`config.mk`:
```
export PLATFORM = sky130hd
export DESIGN_NAME = css_sequencer
export DESIGN_NICKNAME = d
export VERILOG_FILES = /design/src/core/css_sequencer.v /design/src/core/css_tick_div.v
export VERILOG_INCLUDE_DIRS = /design/src /design/src/core
export SDC_FILE = /design/constraint.sdc
export NUM_CORES = 1
export LEC_CHECK = 0
export ABC_AREA = 1
export BUFFER_PORTS_ARGS = -buffer_cell sky130_fd_sc_hd__buf_2
export CAP_MARGIN = 20
export CORE_UTILIZATION = 40
export CTS_BUF_LIST = sky130_fd_sc_hd__clkbuf_8
export CTS_CLUSTER_SIZE = 20
export DETAILED_ROUTE_END_ITERATION = 12
export GPL_TIMING_DRIVEN = 0
export PLACE_DENSITY = 0.59
export SLEW_MARGIN = 20
export SYNTH_ARGS = -nofsm -noshare
export SYNTH_HDL_FRONTEND = slang
export SYNTH_SLANG_ARGS = --single-unit
```
`constraint.sdc`:
```
create_clock -name mclk -period 2.7 [get_ports mclk]
set_input_delay 0.81 -clock mclk [delete_from_list [all_inputs] [get_ports mclk]]
set_output_delay 0.81 -clock mclk [all_outputs]
set_load 0.05 [all_outputs]
```
`src/core/css_defs.vh`:
```
// Purpose: Constants for the charge state sequencer
// Assumes: Included by bare name
// Notes:   Definitions only
`ifndef CSS_DEFS_VH
`define CSS_DEFS_VH

// ------------------------------------------------------------
// State codes
// ------------------------------------------------------------
`define CSS_ST_IDLE     3'h0
`define CSS_ST_TRICKLE  3'h1
`define CSS_ST_BULK     3'h2
`define CSS_ST_OVER     3'h3
`define CSS_ST_NEARFULL 3'h4
`define CSS_ST_DONE     3'h5

// ------------------------------------------------------------
// Timer
// ------------------------------------------------------------
`define CSS_TIMER_BITS  14
`define CSS_TDIV_RESET  16'h0001

// ------------------------------------------------------------
// Register offsets and fields
// ------------------------------------------------------------
`define CSS_OFF_CTRL    12'h000
`define CSS_OFF_STATUS  12'h004
`define CSS_OFF_TIMER   12'h008
`define CSS_OFF_TDIV    12'h00C
`define CSS_CTRL_ABORT  0
`define CSS_STAT_FLAGA  0
`define CSS_STAT_FLAGB  1
`define CSS_STAT_REQIN  2
`define CSS_STAT_STATE  4

`endif

```
`src/core/css_sequencer.v`:
```
// Purpose: Charge state sequencer with overcharge timer and APB status
// Assumes: All inputs synchronous to mclk; comparators already digital
// Notes:   Charge request is an open-drain pin, pulled low on expiry
//
// Behaviour
// - Rising charge request starts a cycle; states then advance in order.
// - Trickle state drives both phase flags low.
// - Trickle sense met leaves trickle for bulk; skips trickle if met.
// - Bulk state drives flag a high, flag b low.
// - Voltage comparator at 95 percent moves bulk to overcharge.
// - Entering overcharge drives flag a low, flag b high.
// - Near-full comparator in overcharge drives both flags high.
// - Overcharge timer is a 14-bit counter on a slow tick.
// - Timer starts on overcharge entry and runs until expiry.
// - Charging continues after near-full until expiry or battery removal.
// - On expiry the device pulls the charge request pin low through its open-drain output.
//
// Added by the designer: the register offsets and register access over APB.
`timescale 1ns/1ps
`include "css_defs.vh"

module css_sequencer #(
	parameter TBITS = `CSS_TIMER_BITS,
	parameter DBITS = 16
) (
	input  wire        mclk,
	input  wire        nrst,
	input  wire        ce,
	input  wire        charge_request_in,
	output wire        charge_request_out,
	output wire        charge_request_oe,
	input  wire        trickle_sense_input,
	input  wire        volt_at_95,
	input  wire        near_full_level,
	input  wire        battery_present,
	output reg         phase_flag_a,
	output reg         phase_flag_b,
	output reg         charging,
	input  wire        psel,
	input  wire        penable,
	input  wire        pwrite,
	input  wire [11:0] paddr,
	input  wire [31:0] pwdata,
	output wire        pready,
	output reg  [31:0] prdata,
	output wire        pslverr
);

	// --------------------------------------------------------
	// State and timer
	// --------------------------------------------------------
	reg  [2:0]       state;
	reg  [2:0]       next_state;
	reg              req_q;
	reg  [TBITS-1:0] timer;
	reg              timer_wrap;
	reg              pull_low;
	reg  [DBITS-1:0] tdiv;
	reg              abort;
	wire             tick;
	wire             req_rise;
	wire             timer_run;
	wire             expired;

	assign req_rise  = charge_request_in & ~req_q;
	assign timer_run = (state == `CSS_ST_OVER) |
	                   (state == `CSS_ST_NEARFULL);
	assign expired   = timer_run & tick &
	                   (timer == {TBITS{1'b1}});

	// Open drain: drive low only, host reads the line level
	assign charge_request_out = 1'b0;
	assign charge_request_oe  = pull_low;

	css_tick_div #(
		.WIDTH     (DBITS)
	) u_div (
		.mclk      (mclk),
		.nrst      (nrst),
		.ce        (ce),
		.run       (timer_run),
		.div_value (tdiv),
		.tick      (tick)
	);

	always @*
	begin
		next_state = state;
		case (state)
		`CSS_ST_IDLE:
			if (req_rise && battery_present)
				next_state = trickle_sense_input ? `CSS_ST_BULK
				                                 : `CSS_ST_TRICKLE;
		`CSS_ST_TRICKLE:
			if (trickle_sense_input)
				next_state = `CSS_ST_BULK;
		`CSS_ST_BULK:
			if (volt_at_95)
				next_state = `CSS_ST_OVER;
		`CSS_ST_OVER:
			if (near_full_level)
				next_state = `CSS_ST_NEARFULL;
		`CSS_ST_NEARFULL:
			next_state = `CSS_ST_NEARFULL;
		`CSS_ST_DONE:
			if (req_rise && battery_present)
				next_state = trickle_sense_input ? `CSS_ST_BULK
				                                 : `CSS_ST_TRICKLE;
		default:
			next_state = `CSS_ST_IDLE;
		endcase
		if (state != `CSS_ST_IDLE && state != `CSS_ST_DONE)
		begin
			if (expired)
				next_state = `CSS_ST_DONE;
			if (!battery_present || !charge_request_in || abort)
				next_state = `CSS_ST_IDLE;
		end
	end

	always @(posedge mclk)
	begin
		if (!nrst)
		begin
			state      <= `CSS_ST_IDLE;
			req_q      <= 1'b0;
			timer      <= {TBITS{1'b0}};
			timer_wrap <= 1'b0;
			pull_low   <= 1'b0;
		end
		else if (ce)
		begin
			state <= next_state;
			req_q <= charge_request_in;
			if (!timer_run)
				timer <= {TBITS{1'b0}};
			else if (tick)
				timer <= timer + {{(TBITS-1){1'b0}}, 1'b1};
			timer_wrap <= expired;
			if (expired)
				pull_low <= 1'b1;
			else if (req_rise || !battery_present)
				pull_low <= 1'b0;
		end
	end

	// --------------------------------------------------------
	// Status flags
	// --------------------------------------------------------
	always @(posedge mclk)
	begin
		if (!nrst)
		begin
			phase_flag_a <= 1'b0;
			phase_flag_b <= 1'b0;
			charging     <= 1'b0;
		end
		else if (ce)
		begin
			charging <= (next_state != `CSS_ST_IDLE) &&
			            (next_state != `CSS_ST_DONE);
			case (next_state)
			`CSS_ST_TRICKLE:
			begin
				phase_flag_a <= 1'b0;
				phase_flag_b <= 1'b0;
			end
			`CSS_ST_BULK:
			begin
				phase_flag_a <= 1'b1;
				phase_flag_b <= 1'b0;
			end
			`CSS_ST_OVER:
			begin
				phase_flag_a <= 1'b0;
				phase_flag_b <= 1'b1;
			end
			`CSS_ST_NEARFULL:
			begin
				phase_flag_a <= 1'b1;
				phase_flag_b <= 1'b1;
			end
			default:
			begin
				phase_flag_a <= 1'b0;
				phase_flag_b <= 1'b0;
			end
			endcase
		end
	end

	// --------------------------------------------------------
	// APB slave
	// --------------------------------------------------------
	wire wr_en;
	wire rd_en;
	wire mapped;

	assign pready  = 1'b1;
	assign mapped  = (paddr == `CSS_OFF_CTRL) |
	                 (paddr == `CSS_OFF_STATUS) |
	                 (paddr == `CSS_OFF_TIMER) |
	                 (paddr == `CSS_OFF_TDIV);
	assign pslverr = psel & penable & ~mapped;
	assign wr_en   = psel & penable & pwrite & ce;
	assign rd_en   = psel & ~penable & ~pwrite & ce;

	always @(posedge mclk)
	begin
		if (!nrst)
		begin
			abort  <= 1'b0;
			tdiv   <= `CSS_TDIV_RESET;
			prdata <= 32'h0000_0000;
		end
		else
		begin
			if (wr_en && paddr == `CSS_OFF_CTRL)
				abort <= pwdata[`CSS_CTRL_ABORT];
			if (wr_en && paddr == `CSS_OFF_TDIV)
				tdiv <= pwdata[DBITS-1:0];
			if (rd_en)
			begin
				prdata <= 32'h0000_0000;
				case (paddr)
				`CSS_OFF_CTRL:
					prdata[`CSS_CTRL_ABORT] <= abort;
				`CSS_OFF_STATUS:
				begin
					prdata[`CSS_STAT_FLAGA] <= phase_flag_a;
					prdata[`CSS_STAT_FLAGB] <= phase_flag_b;
					prdata[`CSS_STAT_REQIN] <= charge_request_in;
					prdata[3]               <= timer_wrap | pull_low;
					prdata[`CSS_STAT_STATE+2:`CSS_STAT_STATE] <= state;
				end
				`CSS_OFF_TIMER:
					prdata[TBITS-1:0] <= timer;
				`CSS_OFF_TDIV:
					prdata[DBITS-1:0] <= tdiv;
				default:
					prdata <= 32'h0000_0000;
				endcase
			end
		end
	end

endmodule // css_sequencer

```
`src/core/css_tick_div.v`:
```
// Purpose: Divides mclk down to the slow overcharge timer tick
// Assumes: div_value of zero behaves as one
// Notes:   Tick is a one-cycle pulse every div_value enabled cycles
`timescale 1ns/1ps

module css_tick_div #(
	parameter WIDTH = 16
) (
	input  wire             mclk,
	input  wire             nrst,
	input  wire             ce,
	input  wire             run,
	input  wire [WIDTH-1:0] div_value,
	output reg              tick
);

	reg  [WIDTH-1:0] count;
	wire             last;

	assign last = (count + {{(WIDTH-1){1'b0}}, 1'b1}) >= div_value;

	always @(posedge mclk)
	begin
		if (!nrst)
		begin
			count <= {WIDTH{1'b0}};
			tick  <= 1'b0;
		end
		else if (ce)
		begin
			if (!run)
			begin
				count <= {WIDTH{1'b0}};
				tick  <= 1'b0;
			end
			else if (last)
			begin
				count <= {WIDTH{1'b0}};
				tick  <= 1'b1;
			end
			else
			begin
				count <= count + {{(WIDTH-1){1'b0}}, 1'b1};
				tick  <= 1'b0;
			end
		end
	end

endmodule // css_tick_div

```
Word-level counts from Yosys, hierarchy flattened

Index checks and enable logic that the tools add are counted.

Register bits: 73
Bits of input ports: 55
Output and inout port bits: 39
Word-level logic and storage cells: 93

$add $sub $neg: 2
Magnitude comparators: 1
Equality and inequality tests: 15
Mux-type cells: 23
Bitwise gates (word level): 19
Reduce and logical (&&, ||, !) cells: 20

Operators with widths:

| kind                                           | count |
|---|---|
| two-way mux 16 bit                             | 2 |
| two-way mux 14 bit                             | 2 |
| == test 12 x 4 -> 1 bit, second input constant | 2 |
| two-way mux 3 bit                              | 7 |
| case mux 6 bit (3 select lines)                | 1 |
| adder 16 x 1 -> 16 bit, second input constant  | 1 |
| greater-or-equal comparator 16 bit             | 1 |
| case mux 3 bit (5 select lines)                | 1 |
| adder 14 x 1 -> 14 bit, second input constant  | 1 |
| == test 14 bit, second input constant          | 1 |
| case mux 7 bit (2 select lines)                | 1 |
| == test 12 x 3 -> 1 bit, second input constant | 1 |
| == test 3 x 2 -> 1 bit, second input constant  | 4 |
| zero test 12 bit                               | 1 |
| bitwise AND 1 bit                              | 10 |
| == test 3 bit, second input constant           | 3 |
| two-way mux 1 bit                              | 6 |
| inequality test 3 bit, second input constant   | 2 |
| nonzero test 3 bit                             | 2 |
| OR reduction 2 bit                             | 3 |
| logical AND 1 bit                              | 5 |
| OR 1 bit                                       | 5 |
| two-way mux 2 bit                              | 2 |
| NOT 1 bit                                      | 4 |
| other kinds (8)                                | 12 |

Logic depth before layout (Yosys ltp)

Depth after elaboration: 11
Mapped depth: 17
Depth with buffers taken out: 17

Modules after synthesis

From an unflattened synthesis, not the netlist that was laid out.

Cell total of the unflattened synthesis: 715
Area, all modules: 4715.8 um^2

Modules (own cells, without submodules):

| module        | instances | cells an instance | area an instance (um^2) | seq. area each (um^2) |
|---|---|---|---|---|
| css_sequencer | 1         | 459               | 3131.8                  | 1121.1 |
| css_tick_div  | 1         | 256               | 1584.0                  | 340.3 |

Worst setup path after synthesis

OpenSTA, ideal clock, no wires.

Kind: input to output
Start point: in paddr[5]
End point: out pslverr
Data arrival time: 1628 ps
Data required time: 1890 ps
Slack: 262 ps
Stages on the path: 6
Path buffers: 1
Cell sequence: nor2_1 > nand2_1 > nor2_1 > buf_2 > nand2_1 > and3_1

Word-level cells in the longest chain between the ends: 6
Elaborated cells between the ends (all ways): 9
Those cells by class: 3 x eq/ne; 5 x bitwise; 1 x reduce/logical

RTL lines:

| what                                                               | line                | text |
|---|---|---|
| start: declaration                                                 | css_sequencer.v:42  | `input wire [11:0] paddr,` |
| == test 12 x 3 -> 1 bit / zero test 12 bit (equally long branches) | --                  |  |
| OR 1 bit (2 in series)                                             | css_sequencer.v:200 | `` assign mapped = (paddr == `CSS_OFF_CTRL) \| `` |
| OR 1 bit *                                                         | css_sequencer.v:200 |  |
| NOT 1 bit *                                                        | css_sequencer.v:204 | `assign pslverr = psel & penable & ~mapped;` |
| bitwise AND 1 bit *                                                | css_sequencer.v:204 |  |
| end: declaration                                                   | css_sequencer.v:46  | `output wire pslverr` |

Mark *: on every way between the ends. The rest lies on a longest branch, timed or not.

Worst setup path in the final report

Start point: in paddr[9]
End point: out pslverr

The elaborated chain is that of the path after synthesis.

==> results.txt <==
----------------------------------------------------
[Critical path]
  Critical path capture point type ... output pin
  Type of the worst setup path ... in -> out
  Required time reported for the critical path endpoint ... 1.89 ns
  Critical path peak fanout ... 4
  Crit path launch type ... input port
  WP data arrival ... 1.77 ns

[Synth]
  Yosys synthesis warning count ... 0
  Synth Cell Area ... 4540 sq um
  Portion of the post-synthesis area used by sequential elements ... 0.322
  Flip-flop and latch count after synthesis ... 73
  Post-Syn Area per Cell ... 6.44 sq um
  Number of distinct library cells after synthesis ... 34
  Mapped Cells ... 705

[Floorplanning]
  Core region area ... 10900 sq um
  DIE HEIGHT ... 109 um
  Starting density of the core ... 0.415
  Row cnt ... 38
  Die width ... 109 um
  Die Footprint ... 11800 sq um
  Number of top-level design ports ... 94

[CTS]
  TritonCTS clock tree ... yes
  Root buffer cell ... clkbuf_8
  CTS HTree Levels ... 3
  Clk Latency, worst-skew pair ... 0.37 ns
  Clock transition at the register clock pins on the worst setup and hold paths after CTS ... 0.09 ns
  TritonCTS Buffers ... 9
  Largest buffer count on any clock path ... 2
  Hold buffer count at cts ... 0
  Number of clock sinks seen by CTS ... 73

[STA]
  Largest clock skew in the final design ... 0.0150 ns
  Ratio of final minimum period to clock period ... 0.955
  Final WS setup ... 0.120 ns
  Final worst path period need ... 2.58 ns
  Final Slew Violations ... 0
  Slew @ Worst Pin ... 0.613 ns
  Worst slew margin ... 0.591
  Achievable clock frequency ... 0.388 GHz
  Number of failing hold endpoints at the final stage ... 0
  Final-report setup violation count ... 0

[Global route]
  Via count of the first global-routing pass ... 4269
  Overall Global Routing Usage ... 0.236
  Pin count of the biggest net entering global routing ... 14
  Global-route congestion overflow total ... 0
  First-pass GRT wire length ... 21.1 mm
  Number of antenna violations at the first check in global routing ... 0

[Placement]
  Placer congestion estimate ... 0.931
  Final HPWL DP ... 10.4 mm
  I/O Buffers ... 58
  Post-Place Cells ... 919
  Worst setup timing slack at the placement stage ... -0.372 ns

[Cells and area]
  Area occupied by multi-input gates ... 2550 sq um
  Ant diodes ... 0
  Number of nets in the layout ... 870
  Count of fill cells added during filler insertion ... 1156
  Ratio of cells with drive above 1 in the final layout ... 0.173
  Final standard cell utilization of the core ... 0.492
  Storage cell area ... 1470 sq um
  Filler-free cell count of the finished design ... 942
  Layout-stage area growth over the synthesis result ... 18.5%

[Drt]
  Detailed-route vias per instance ... 5.09
  Initial DRT Pass Iterations ... 5
  DRC errors left ... 0
  Detailed Route WL ... 13.3 mm
  Detail-routed net length per standard cell ... 14.1 um
  DRC violation total after the first TritonRoute iteration ... 245
  Antenna violation net count after detailed routing ... 0
  Total via count after detailed routing ... 4791

[Job]
  Number of max-cap violations ... 0

[Status]
  Result of the run ... finished clean

[Power]
  Static leakage power ... 0.00248 uW
  VDD IR max ... 186 uV
  Pwr dens ... 426 nW/um^2

[Worst hold path]
  Worst min-delay path class ... reg -> reg

----------------------------------------------------
[sequential cells by signal, indices dropped and copies added (netlist names)]
signal and flops:
tdiv 16, u_div.count 16, charge_request_oe 1, charging 1, timer 14, abort 1
phase_flag_a 1, req_q 1, phase_flag_b 1, prdata 16, u_div.tick 1, state 3
timer_wrap 1
[final timing paths]
path	start	end	slack (ns)	cells after the start
hold reg to reg	prdata[6]$_SDFFE_PN0P_	prdata[6]$_SDFFE_PN0P_	0.47	2
setup reg to reg	u_div.count[0]$_SDFFE_PN0P_	u_div.count[2]$_SDFFE_PN0P_	0.22	13
hold / removal	prdata[6]$_SDFFE_PN0P_	prdata[6]$_SDFFE_PN0P_	0.47	2
setup / recovery	paddr[9]	pslverr	0.12	8
[kinds of logic (layout without fill, tap and decap cells)]
kind of cell,after synthesis,in the layout,synth area share
AND/OR/NAND/NOR,344,344,0.339
buffers and inverters,145,226,0.138
flip-flops,73,73,0.322
adder cells (fa/ha/maj),18,18,0.0496
other,2,18,0.00165
AO/OA/AOI/OAI,119,119,0.142
XOR/XNOR,4,4,0.00772
[placed cells by master, fill, tap and decap left out, types with 3 or more instances in the layout]
cell type,synthesis,routed
buf_2,8,63
nor2_4,1,3
nor3_2,2,3
nor2_1,81,77
and2_1,3,3
inv_1,99,99
o22ai_1,6,6
clkbuf_1,13,11
conb_1,2,18
nand4_1,33,33
dfxtp_2,0,5
inv_2,4,4
nand3_1,61,60
xor2_1,4,4
o21ai_1,5,5
nand3_2,2,3
dfxtp_1,73,67
o211ai_1,9,9
clkinv_2,0,3
o21ai_0,34,34
ha_1,18,17
buf_4,19,27
nor3_1,8,7
nand2_1,145,145
clkbuf_8,0,9
a21oi_1,61,60
[routing by layer]
metal | wire length, um | vias up | global-route usage
li1 | - | 2458 | -
met1 | 6090 | 2173 | 0.306
met2 | 6120 | 141 | 0.398
met4 | 267 | 0 | 0.0869
met5 | 0 | - | 0
met3 | 805 | 19 | 0.0277
[power by group]
part           internal [uW]  total [uW]  switching [uW]
clock network            427         886             459
registers               1090        1100            11.7
logic                   85.9         305             219
total                   1600        2290             691
[metrics by stage]
stage	hold WS, ns	setup TNS (ns)	power (uW)	area, sq um
2_1_floorplan	0.437	0	1340	4600
3_3_place_gp	0.454	-5.04	1420	5060
3_5_place_dp	0.453	-5.96	1430	5060
4_1_cts	0.467	0	2300	5280
5_1_grt	0.483	-0.0107	2390	5380
6_report	0.467	0	2290	5380
[area by class of cell]
class,count,share of cell area
clock buffer,9,0.0230
timing repair buffer,65,0.0642
tap,140,0.0326
buffer,40,0.0467
sequential,73,0.273
inverter,105,0.0733
multi-input combinational,503,0.474
clock inverter,7,0.0130
[Yosys cell counts (all sizes together)]
library cell,n,share of area
conb,2,0.0017
o21ai,39,0.043
o21a,1,0.0017
ha,18,0.050
o211ai,9,0.015
xor2,4,0.0077
a21boi,1,0.0017
nand3,63,0.072
or2,2,0.0028
inv,103,0.085
clkbuf,13,0.011
a21o,1,0.0017
nand4,33,0.045
nor3,11,0.017
buf,27,0.040
dfxtp,73,0.32
and3,1,0.0014
clkinv,2,0.0017
and2,3,0.0041
a21oi,62,0.071
nor2,82,0.069
nand2,149,0.13
o22ai,6,0.0083
[repair_timing]
| action | CTS | global route |
|---|---|---|
| setup endpoints to repair | 18 | 18 |
| pin swaps | 1 | 2 |
| gates resized for setup | 8 | 21 |
| buffers inserted | 1 | 6 |
[critical path, stage by stage]
cell      delay [ns]
buf_2           0.09
nor2_1          0.10
nand2_1         0.08
nor2_2          0.16
buf_6           0.13
nand2_1         0.06
and3_1          0.14
clkbuf_4        0.20
Power figures use the tool's default switching activity.
